$ cat config.mk
export PLATFORM = sky130hd
export DESIGN_NAME = cxp_top
export DESIGN_NICKNAME = d
export VERILOG_FILES = /design/src/hw/cxp_pkg.sv /design/src/hw/cxp_prio_enc.sv /design/src/hw/cxp_top.sv
export SDC_FILE = /design/constraint.sdc
export NUM_CORES = 1
export LEC_CHECK = 0
export BUFFER_PORTS_ARGS = -buffer_cell sky130_fd_sc_hd__clkbuf_2
export CAP_MARGIN = 5
export CORE_AREA = 2 2 115 117
export CTS_CLUSTER_DIAMETER = 30
export CTS_CLUSTER_SIZE = 30
export DETAILED_ROUTE_END_ITERATION = 10
export DIE_AREA = 0 0 117 119
export PLACE_DENSITY = 0.7
export SLEW_MARGIN = 20
export SYNTH_ARGS = -nofsm -noshare
export SYNTH_HDL_FRONTEND = slang
export SYNTH_SLANG_ARGS = --single-unit
$ cat constraint.sdc
create_clock -name clk -period 2.6 [get_ports clk]
set_clock_uncertainty 0.15 [all_clocks]
set_input_delay 0.26 -clock clk [delete_from_list [all_inputs] [get_ports clk]]
set_output_delay 0.26 -clock clk [all_outputs]
set_load 0.02 [all_outputs]
$ cat src/hw/cxp_pkg.sv
// Notes on behaviour
// - one exception taken per cycle, by fixed priority, reset highest.
// - master clear pin or power-on reset raises the reset exception.
// - single-step raises a debug exception after each retired instruction.
// - external debug request pin or break request bit raises debug interrupt.
// - non-maskable interrupt is raised regardless of interrupt masking.
// - interrupt raised only for an unmasked hardware or software request.
// - fetch matching an armed instruction breakpoint raises instruction break.
// - misaligned or protected fetch address raises fetch address fault.
// - bus error on fetch raises fetch bus fault.
// - debug breakpoint instruction raises debug breakpoint exception.
// - service call, break, reserved opcode each raise their own exception.
// - coprocessor instruction to disabled coprocessor raises unusable exception.
// - extension instruction while extension disabled raises extension unusable.
// - overflow-checking arithmetic with signed overflow raises overflow exception.
// - trap instruction raises trap only when its condition is true.
// - data address match, or store address plus value match, raises data break.
// - misaligned or protected load address raises load address fault.
// - misaligned or protected store address raises store address fault.
// - bus error on load or store raises data bus fault.
// - load data value breakpoint match raises load data break.
// - debug exception in run mode enters debug mode until debug return instruction or master clear.
// - wait instruction enters power-down; clocks may be slowed or halted.
package cxp_pkg;
   localparam int NUM_SRC = 22;
   localparam logic [4:0] CAUSE_NONE = 5'h1F;
   // cause codes, also the priority index (lower wins)
   localparam logic [4:0] C_RESET = 5'h00;
   localparam logic [4:0] C_DSS = 5'h01;
   localparam logic [4:0] C_DEBUG_INTERRUPT_EXCEPTION = 5'h02;
   localparam logic [4:0] C_NMI = 5'h03;
   localparam logic [4:0] C_INT = 5'h04;
   localparam logic [4:0] C_DIB = 5'h05;
   localparam logic [4:0] C_FETCH_ADDR = 5'h06;
   localparam logic [4:0] C_FETCH_BUS = 5'h07;
   localparam logic [4:0] C_DBP = 5'h08;
   localparam logic [4:0] C_SYS = 5'h09;
   localparam logic [4:0] C_BRK = 5'h0A;
   localparam logic [4:0] C_RSVD = 5'h0B;
   localparam logic [4:0] C_CPU = 5'h0C;
   localparam logic [4:0] C_EXT = 5'h0D;
   localparam logic [4:0] C_OVF = 5'h0E;
   localparam logic [4:0] C_TRAP = 5'h0F;
   localparam logic [4:0] C_DATA_BRK = 5'h10;
   localparam logic [4:0] C_LOAD_ADDR = 5'h11;
   localparam logic [4:0] C_STORE_ADDR = 5'h12;
   localparam logic [4:0] C_DATA_BUS = 5'h13;
   localparam logic [4:0] C_LOAD_DBRK = 5'h14;
   localparam logic [4:0] C_WAIT = 5'h15;
   localparam int NUM_CP = 4;
   localparam int NUM_IRQ = 8;
   typedef enum logic [1:0] {
      CXP_RUN = 2'b00,
      CXP_DEBUG = 2'b01,
      CXP_SLEEP = 2'b10
   } cxp_mode_t;
endpackage

$ cat src/hw/cxp_prio_enc.sv
`timescale 1ns/1ns
// fixed priority pick: lowest index set wins
module cxp_prio_enc (
   input wire logic [cxp_pkg::NUM_SRC-1:0] req, // raw conditions
   output logic any, // some condition set
   output logic [4:0] idx // winning index
);
   // scan from the lowest priority up so the highest overwrites
   always_comb
   begin
      any = 1'b0;
      idx = cxp_pkg::CAUSE_NONE;
      for (int i = cxp_pkg::NUM_SRC - 1; i >= 0; i--)
      begin
         if (req[i])
         begin
            any = 1'b1;
            idx = 5'(i);
         end
      end
   end
endmodule

$ cat src/hw/cxp_top.sv
`timescale 1ns/1ns
// exception detection and priority selection for the core
module cxp_top (
   input wire logic clk, // core clock, 100 MHz
   input wire logic rst_n, // async power-on reset, active low
   input wire logic ce, // clock enable, freezes state when low
   input wire logic master_clear_pin_n, // master clear pin, active low
   input wire logic external_debug_request_pin, // async debug request
   input wire logic nmi_pin, // async non-maskable interrupt
   input wire logic debug_break_request_bit, // from debug control reg
   input wire logic single_step_en, // single step under debug control
   input wire logic instr_retire, // an instruction retired this cycle
   input wire logic [cxp_pkg::NUM_IRQ-1:0] irq_req, // hw/sw requests
   input wire logic [cxp_pkg::NUM_IRQ-1:0] irq_mask_n, // 1 = enabled
   input wire logic irq_global_en, // global interrupt enable
   input wire logic fetch_valid, // fetch in flight
   input wire logic [31:0] fetch_addr, // fetch address
   input wire logic fetch_protected, // fetch hits protected region
   input wire logic fetch_bus_err, // bus error on fetch
   input wire logic ibrk_armed, // instruction breakpoint armed
   input wire logic [31:0] ibrk_addr, // instruction breakpoint address
   input wire logic dec_valid, // decoded instruction present
   input wire logic dec_debug_breakpoint_instruction, // debug breakpoint instruction
   input wire logic dec_service_call_instruction, // service call instruction
   input wire logic dec_break, // break instruction
   input wire logic dec_reserved, // reserved opcode
   input wire logic dec_cop, // coprocessor instruction
   input wire logic [1:0] dec_cop_num, // targeted coprocessor
   input wire logic [cxp_pkg::NUM_CP-1:0] cop_enable, // coprocessor enables
   input wire logic dec_ext, // user extension instruction
   input wire logic ext_enable, // extension enabled
   input wire logic dec_ovf_arith, // overflow-checking arithmetic
   input wire logic alu_signed_ovf, // signed overflow result
   input wire logic dec_trap, // trap instruction
   input wire logic trap_cond, // trap condition true
   input wire logic dec_wait, // wait instruction
   input wire logic dec_debug_return_instruction, // debug return instruction
   input wire logic mem_load, // load access
   input wire logic mem_store, // store access
   input wire logic [31:0] mem_addr, // data address
   input wire logic [1:0] mem_size, // 0 byte, 1 half, 2 word
   input wire logic mem_protected, // data hits protected region
   input wire logic mem_bus_err, // bus error on data access
   input wire logic [31:0] store_data, // store value
   input wire logic [31:0] load_data, // returned load value
   input wire logic load_data_valid, // load value returned
   input wire logic dbrk_armed, // data breakpoint armed
   input wire logic [31:0] dbrk_addr, // data breakpoint address
   input wire logic dbrk_val_en, // compare value as well
   input wire logic [31:0] dbrk_value, // data breakpoint value
   input wire logic wake_event, // leaves power-down
   output logic exc_req, // exception request, registered
   output logic [4:0] exc_cause, // cause code, registered
   output logic debug_mode, // in debug mode
   output logic sleep_mode, // power-down, clocks may stop
   output logic clk_gate_ok // clocks may be slowed or halted
);
   // three-stage synchronisers for pins
   logic [2:0] master_clear_pin_s_r;
   logic [2:0] dreq_s_r;
   logic [2:0] nmi_s_r;
   logic master_clear_pin_q_r;
   logic dreq_q_r;
   logic nmi_q_r;
   cxp_pkg::cxp_mode_t mode_r;
   cxp_pkg::cxp_mode_t mode_nxt;
   logic exc_req_r;
   logic [4:0] exc_cause_r;
   logic [cxp_pkg::NUM_SRC-1:0] cond;
   logic any;
   logic [4:0] idx;
   logic in_dbg;

   always_ff @(posedge clk or negedge rst_n)
   begin
      if (!rst_n)
      begin
         master_clear_pin_s_r <= 3'h0;
         dreq_s_r <= 3'h0;
         nmi_s_r <= 3'h0;
      end
      else if (ce)
      begin
         master_clear_pin_s_r <= {master_clear_pin_s_r[1:0], ~master_clear_pin_n};
         dreq_s_r <= {dreq_s_r[1:0], external_debug_request_pin};
         nmi_s_r <= {nmi_s_r[1:0], nmi_pin};
      end
   end

   // a level change counts once stages two and three agree
   always_ff @(posedge clk or negedge rst_n)
   begin
      if (!rst_n)
      begin
         master_clear_pin_q_r <= 1'b0;
         dreq_q_r <= 1'b0;
         nmi_q_r <= 1'b0;
      end
      else if (ce)
      begin
         if (master_clear_pin_s_r[1] == master_clear_pin_s_r[2])
            master_clear_pin_q_r <= master_clear_pin_s_r[2];
         if (dreq_s_r[1] == dreq_s_r[2])
            dreq_q_r <= dreq_s_r[2];
         if (nmi_s_r[1] == nmi_s_r[2])
            nmi_q_r <= nmi_s_r[2];
      end
   end

   assign in_dbg = (mode_r == cxp_pkg::CXP_DEBUG);

   // misalignment, breakpoint match, coprocessor and interrupt checks
   wire fetch_misal = (fetch_addr[1:0] != 2'h0);
   wire mem_misal = ((mem_size == 2'h1) && mem_addr[0])
      || ((mem_size == 2'h2) && (mem_addr[1:0] != 2'h0));
   wire ibrk_hit = ibrk_armed && (fetch_addr == ibrk_addr);
   wire dbrk_addr_hit = dbrk_armed && (mem_addr == dbrk_addr);
   wire dbrk_st_hit = dbrk_addr_hit
      && (!dbrk_val_en || (store_data == dbrk_value));
   wire cop_off = !cop_enable[dec_cop_num];
   wire irq_live = irq_global_en && |(irq_req & irq_mask_n);

   // raw condition vector, index is the cause code
   assign cond[cxp_pkg::C_RESET] = master_clear_pin_q_r;
   assign cond[cxp_pkg::C_DSS] = single_step_en && instr_retire
      && !in_dbg;
   assign cond[cxp_pkg::C_DEBUG_INTERRUPT_EXCEPTION] = (dreq_q_r || debug_break_request_bit)
      && !in_dbg;
   assign cond[cxp_pkg::C_NMI] = nmi_q_r;
   assign cond[cxp_pkg::C_INT] = irq_live && !in_dbg;
   assign cond[cxp_pkg::C_DIB] = fetch_valid && ibrk_hit
      && !in_dbg;
   assign cond[cxp_pkg::C_FETCH_ADDR] = fetch_valid
      && (fetch_misal || fetch_protected);
   assign cond[cxp_pkg::C_FETCH_BUS] = fetch_valid
      && fetch_bus_err;
   assign cond[cxp_pkg::C_DBP] = dec_valid && dec_debug_breakpoint_instruction;
   assign cond[cxp_pkg::C_SYS] = dec_valid && dec_service_call_instruction;
   assign cond[cxp_pkg::C_BRK] = dec_valid && dec_break;
   assign cond[cxp_pkg::C_RSVD] = dec_valid && dec_reserved;
   assign cond[cxp_pkg::C_CPU] = dec_valid && dec_cop && cop_off;
   assign cond[cxp_pkg::C_EXT] = dec_valid && dec_ext
      && !ext_enable;
   assign cond[cxp_pkg::C_OVF] = dec_valid && dec_ovf_arith
      && alu_signed_ovf;
   assign cond[cxp_pkg::C_TRAP] = dec_valid && dec_trap
      && trap_cond;
   assign cond[cxp_pkg::C_DATA_BRK] = !in_dbg && ((mem_load
      && dbrk_addr_hit && !dbrk_val_en)
      || (mem_store && dbrk_st_hit));
   assign cond[cxp_pkg::C_LOAD_ADDR] = mem_load
      && (mem_misal || mem_protected);
   assign cond[cxp_pkg::C_STORE_ADDR] = mem_store
      && (mem_misal || mem_protected);
   assign cond[cxp_pkg::C_DATA_BUS] = (mem_load || mem_store)
      && mem_bus_err;
   assign cond[cxp_pkg::C_LOAD_DBRK] = !in_dbg && load_data_valid
      && dbrk_armed && dbrk_val_en
      && (load_data == dbrk_value);
   assign cond[cxp_pkg::C_WAIT] = dec_valid && dec_wait
      && (mode_r == cxp_pkg::CXP_RUN);

   // highest-priority condition wins, rest discarded
   cxp_prio_enc u_prio (
      .req(cond),
      .any(any),
      .idx(idx)
   );

   wire is_debug_exc = any && ((idx == cxp_pkg::C_DSS)
      || (idx == cxp_pkg::C_DEBUG_INTERRUPT_EXCEPTION) || (idx == cxp_pkg::C_DIB)
      || (idx == cxp_pkg::C_DBP) || (idx == cxp_pkg::C_DATA_BRK)
      || (idx == cxp_pkg::C_LOAD_DBRK));
   wire is_wait = any && (idx == cxp_pkg::C_WAIT);
   wire wake = wake_event || nmi_q_r || irq_live || master_clear_pin_q_r
      || dreq_q_r;

   // mode sequencing: debug entry/exit and power-down
   always_comb
   begin
      mode_nxt = mode_r;
      case (mode_r)
         cxp_pkg::CXP_RUN:
         begin
            if (is_debug_exc)
               mode_nxt = cxp_pkg::CXP_DEBUG;
            else if (is_wait)
               mode_nxt = cxp_pkg::CXP_SLEEP;
         end
         cxp_pkg::CXP_DEBUG:
         begin
            if (dec_valid && dec_debug_return_instruction && !any)
               mode_nxt = cxp_pkg::CXP_RUN;
         end
         cxp_pkg::CXP_SLEEP:
         begin
            if (wake)
               mode_nxt = cxp_pkg::CXP_RUN;
         end
         default: mode_nxt = cxp_pkg::CXP_RUN;
      endcase
      if (master_clear_pin_q_r)
         mode_nxt = cxp_pkg::CXP_RUN;
   end

   always_ff @(posedge clk or negedge rst_n)
   begin
      if (!rst_n)
         mode_r <= cxp_pkg::CXP_RUN;
      else if (ce)
         mode_r <= mode_nxt;
   end

   // registered single request with cause; wait is not an exception
   always_ff @(posedge clk or negedge rst_n)
   begin
      if (!rst_n)
      begin
         exc_req_r <= 1'b1;
         exc_cause_r <= cxp_pkg::C_RESET;
      end
      else if (ce)
      begin
         exc_req_r <= any && !is_wait;
         exc_cause_r <= (any && !is_wait) ? idx : cxp_pkg::CAUSE_NONE;
      end
   end

   assign exc_req = exc_req_r;
   assign exc_cause = exc_cause_r;
   assign debug_mode = in_dbg;
   assign sleep_mode = (mode_r == cxp_pkg::CXP_SLEEP);
   assign clk_gate_ok = (mode_r == cxp_pkg::CXP_SLEEP);
endmodule

-- Yosys cells after proc, flatten, opt, wreduce, memory -nomap -nowiden
Cells that the tools add are included.
- muxes and demuxes: 53
- equal/unequal tests: 21
- order comparisons: 1
- bitwise gates (word level): 2
- reductions and logical operators: 74
- operator list (kind ; number):
    $eq 32x32->1 ; 4
    $mux 5 ; 17
    $logic_and 1x1->1 ; 44
    $mux 4 ; 6
    $mux 1 ; 23
    $logic_or 1x1->1 ; 16
    $eq 5x5->1 const B ; 3
    $mux 2 ; 5
    $and 8x8->8 ; 1
    $reduce_or 8->1 ; 1
    $logic_not 1->1 ; 6
    $pmux 2 s3 ; 1
    $reduce_and 2->1 ; 3
    $eq 5x1->1 const B ; 1
    $eq 5x2->1 const B ; 1
    $eq 5x3->1 const B ; 1
    $eq 5x4->1 const B ; 1
    $eq 2x1->1 const B ; 2
    $eq 2x2->1 const B ; 2
    $ne 4x4->1 const B ; 1
    $reduce_and 4->1 ; 1
    $reduce_bool 2->1 ; 2
    $eq 1x1->1 ; 3
    $lt 2x3->1 const B ; 1
    other kinds (5) ; 5
- logic and storage cells: 160
- bits of input ports: 284
- register bits: 20
- output and inout port bits: 9

-- Logic depth before layout (Yosys ltp)
- depth in word-level cells: 37
- depth in mapped cells: 10
- mapped depth without buffers: 9

-- Cells and area by module
A second synthesis with hierarchy kept.
- cells, all modules: 346
- area, all modules: 2761.4 um2
- modules (own cells, without submodules) (module ; area an instance (um2) ; cells an instance ; times used ; seq. area each (um2)):
    cxp_top ; 2528.7 ; 301 ; 1 ; 501.7
    cxp_prio_enc ; 232.7 ; 45 ; 1 ; 0.0

-- Worst setup path after synthesis
No wires, ideal clock.
- path kind: register to register
- start: reg mode_r[1]
- end: reg mode_r[0]
- slack: 0.027 ns
- cell stages (with the launch flop): 11
- path buffers: 1
- setup time: 0.128 ns
- arrival time: 2.295 ns
- path through: dfrtp_1 > nand2b_1 > buf_4 > a31oi_1 > and3_1 > nand4_1 > nor2_1 > or4b_4 > o311a_1 > a21oi_2 > a2bb2oi_1
- longest elaborated chain between the ends: 37
- elaborated cells on any way between the ends: 81
- those cells by class: eq/ne (12); mux (47); reduce/logical (22)
- RTL lines (what ; line ; text):
    start, declared ; cxp_top.sv:65 ; cxp_pkg::cxp_mode_t mode_r;
    start signal, assigned ; cxp_top.sv:209 ; mode_r <= cxp_pkg::CXP_RUN;
    start signal, assigned ; cxp_top.sv:211 ; mode_r <= mode_nxt;
    $eq 2x1->1 ; cxp_top.sv:110, cxp_top.sv:182 ;
    $logic_not 1->1 ; n/a ;
    $logic_and 1x1->1 ; cxp_top.sv:157 ; assign cond[cxp_pkg::C_LOAD_DBRK] = !in_dbg && load_data_valid
    $logic_and 1x1->1 (2 in series) ; cxp_top.sv:158 ; && dbrk_armed && dbrk_val_en
    $logic_and 1x1->1 ; cxp_top.sv:159 ; && (load_data == dbrk_value);
    $mux 4 (5 in series) ; cxp_prio_enc.sv:15 ; if (req[i])
    $mux 5 (16 in series) ; cxp_prio_enc.sv:15 ;
    $eq 5x1->1 / $eq 5x2->1 (equally long branches) ; cxp_top.sv:170, cxp_top.sv:171 ;
    $logic_or 1x1->1 (2 in series) ; cxp_top.sv:171 ; || (idx == cxp_pkg::C_DEBUG_INTERRUPT_EXCEPTION) || (idx == cxp_pkg::C_DIB)
    $logic_or 1x1->1 (2 in series) ; cxp_top.sv:172 ; || (idx == cxp_pkg::C_DBP) || (idx == cxp_pkg::C_DATA_BRK)
    $logic_or 1x1->1 ; cxp_top.sv:173 ; || (idx == cxp_pkg::C_LOAD_DBRK));
    $logic_and 1x1->1 ; cxp_top.sv:170 ; wire is_debug_exc = any && ((idx == cxp_pkg::C_DSS)
    $mux 2 ; cxp_top.sv:185 ; if (is_debug_exc)
    $pmux 2 s3 ; cxp_top.sv:182 ; case (mode_r)
    $mux 2 ; cxp_top.sv:202 ; if (master_clear_pin_q_r)
Several ways; a longest one is shown, not always the timed one.
A chain may end at the register's enable or synchronous reset.

-- Worst setup path after layout
Ends and elaborated chain as after synthesis.

==> flow_summary_export.csv <==
group,metric,value,unit
status,status,"completed",
route,drt_iter0_drc,103,
sta,finalHoldViolCount,0,
setup_path,worstSetupPathType,"reg -> reg",
cts,clock_sinks,20,
yosys,syn-num-nets,630,
yosys,netlist.area_leader.share,27.8,%
sta,grt_setup_unrepaired,"yes",
cts,clk_path_buf_depth,2,
floorplan,initial_core_util,22.3,%
setup_path,critPathMaxFanout,4,
layout,fillers,1358,
sta,fin_crit_sh,99.3,%
pwr,seq_power_share,23.1,%
setup_path,crit_top_cell,"buf_4",
yosys,avgSynthCellArea,8.28,sq um
sta,tightest_slew,481,ps
layout,finalCoreUtilization,40.0,%
sta,whs,50.4,ps
route,ant_nets,0,
place,place_ws,-205,ps
place,hpwl,11.5,mm
layout,finalNonFillerCells,872,
sta,period_minus_slack,2580,ps
pwr,power_density,365,nW/um^2
setup_path,end_kind,"flop",
layout,areaGrowthSynthToFinish,79.7,%
sta,relSlewSlack,67.8,%
cts,cts_root_buffer,"clkbuf_16",
route,vias,3886,
setup_path,cp.arrival,2560,ps
yosys,synthArstFlopShare,100,%
pwr,pwr-share-comb,58.8,%
route,drc_errors,0,
yosys,synth_top_area_cell,"xnor2_1",
pwr,power.switching,681,uW
global_routing,grt_pass1_wl,18.5,mm
floorplan,io-pin-count,293,
setup_path,start_kind,"flop",
layout,drive_above_1_share,55.5,%
layout,diodes,0,
pwr,peakVddDrop,0.000237,V
route,firstDrtPassIters,6,
yosys,yosys_warnings,0,
pwr,p_leak,0.00256,uW
min_path,hp-class,"in -> reg",
global_routing,grt_antenna_before_repair,0,
cts,numCtsBuffers,3,
yosys,synthDistinctLibCells,61,
cts,tritoncts,"done",
route,routed_via_density,4.46,
cts,cts_htree_levels,1,
global_routing,grt_pass1_vias,3893,
yosys,syn_inst,346,
setup_path,crit_required,2580,ps
place,placed_cells,864,
cts,clk_pin_slew,50,ps
sta,slew_violations,0,
setup_path,critPathMaxStageDelay,490,ps
layout,final_nets,981,
flow_run,max_cap_viol_count,0,
sta,fmax,0.387,GHz
setup_path,slowest_stage,"or4b_4",
sta,setup_violations,0,
yosys,yosysSeqAreaShare,17.5,%
floorplan,dieArea,13900,sq um
layout,layout_common_cells,"292 x clkbuf_2, 91 x xnor2_1, 58 x buf_4, 36 x xor2_1, 23 x nand4_1",
global_routing,grt_usage,17.3,%
route,route.detailed.wl_per_inst,14.4,microns
floorplan,die_y,119,microns
yosys,synthTopCellsByArea,"xnor2_1 28%, dfrtp_1 17%, xor2_1 11%, nand4_1 5.0%, o21ai_0 3.8%",
pwr,intPower,1200,uW
yosys,ys_seq_elements,20,
cts,insertion_delay,250,ps
floorplan,dieWidth,117,microns
place,gp_congestion,0.935,
sta,setup_ws,18.7,ps
setup_path,path_cells,"nand2b_4, buf_4, nand4_1, or4_4, nor4_4, buf_4, buf_4, nor2_4, or4b_4, o311a_4, a21oi_2, a2bb2oi_1",
route,wl,12.5,mm
place,io_buffer_count,292,
yosys,synth-edff-count,0,
floorplan,rows,42,
yosys,syn_area,2870,sq um
pwr,switching_share,36.2,%
layout,final_common_cell,"clkbuf_2",
global_routing,grt_overflow,0,
pwr,clkPwrFrac,18.1,%
yosys,synth_top_flop_cell,"dfrtp_1",
global_routing,grt_max_degree,25,
floorplan,core,12900,sq um
==> routing by layer <==
| metal | up-vias | track usage (%) | part of all wire (%) |
|---|---|---|---|
| li1 | 1953 | - | - |
| met3 | 14 | 2.54 | 7.8 |
| met2 | 198 | 31.7 | 49 |
| met1 | 1721 | 21.0 | 41 |
| met4 | 0 | 3.60 | 1.7 |
| met5 | - | 0 | 0 |
==> cell families after synthesis <==
| family | Yosys count | synth area share, % |
|---|---|---|
| compound gates | 71 | 17.3 |
| buf+inv | 19 | 2.79 |
| mux | 7 | 3.14 |
| xor+xnor | 127 | 38.8 |
| flops | 20 | 17.5 |
| simple gates | 102 | 20.4 |
==> synth_stat cells (4+ instances only) <==
master / number
o21ai_0: 22
nor4_1: 12
xnor2_1: 91
nor2_1: 8
nor3_1: 4
mux2_2: 6
o2111ai_1: 4
nand2_1: 21
nand3_1: 8
nor2b_1: 5
xor2_1: 36
nand4_1: 23
dfrtp_1: 19
inv_1: 12
a21oi_1: 10
==> per-stage QoR <==
stage               cell area [sq um]  TNS [ps]  power, uW
floorplan                        2870         0        924
global placement                 4940      -264       1470
detailed placement               4940      -444       1490
CTS                              5090         0       1880
global route                     5150      -179       2020
finish                           5150         0       1880
==> timing repair <==
item | 4_1_cts | 5_1_grt
pin swaps | 4 | 6
setup buffers | 2 | 1
hold buffers | 1 | 0
endpoints found under the setup margin | 5 | 6
endpoints found under the hold margin | 19 | 0
resized for setup | 7 | 12
==> power by group through the flow <==
stage	logic, uW	clock network [uW]	registers, uW
finish	1110	340	434
global route	1220	359	443
CTS	1100	346	433
detailed placement	1060	0	430
global placement	1050	0	427
floorplan	488	0	436
==> critical path, delay by kind of cell (launching register included) <==
kind | cells | cell delay, ps
buf+inv | 3 | 420
compound gates | 3 | 500
flops | 1 | 380
simple gates | 6 | 990
==> final cells by class <==
class | count | area, sq um | share of cell area (%)
tap | 176 | 220 | 4.28
multi-input combinational | 307 | 2360 | 45.9
clock buffer | 4 | 88.8 | 1.72
timing repair buffer | 353 | 1930 | 37.5
sequential | 20 | 502 | 9.74
inverter | 12 | 45.0 | 0.875
==> worst paths after layout <==
path	startpoint	end	slack (ps)	cells after the start
max	mode_r[1]	mode_r[0]	20	12
min	master_clear_pin_n	master_clear_pin_s_r[0]	50	2
max reg2reg	mode_r[1]	mode_r[0]	20	12
min reg2reg	master_clear_pin_s_r[0]	master_clear_pin_s_r[0]	330	2
max in group asynchronous	rst_n	exc_req	1590	2
min in group asynchronous	rst_n	master_clear_pin_s_r[0]	350	2
==> sequential cells by signal, summed over array words and instances (netlist names) <==
signal / flops
dreq_q_r: 1
dreq_s_r: 3
exc_cause: 5
exc_req: 1
master_clear_pin_q_r: 1
master_clear_pin_s_r: 3
mode_r: 2
nmi_q_r: 1
nmi_s_r: 3
(Power assumes the default switching activity.)
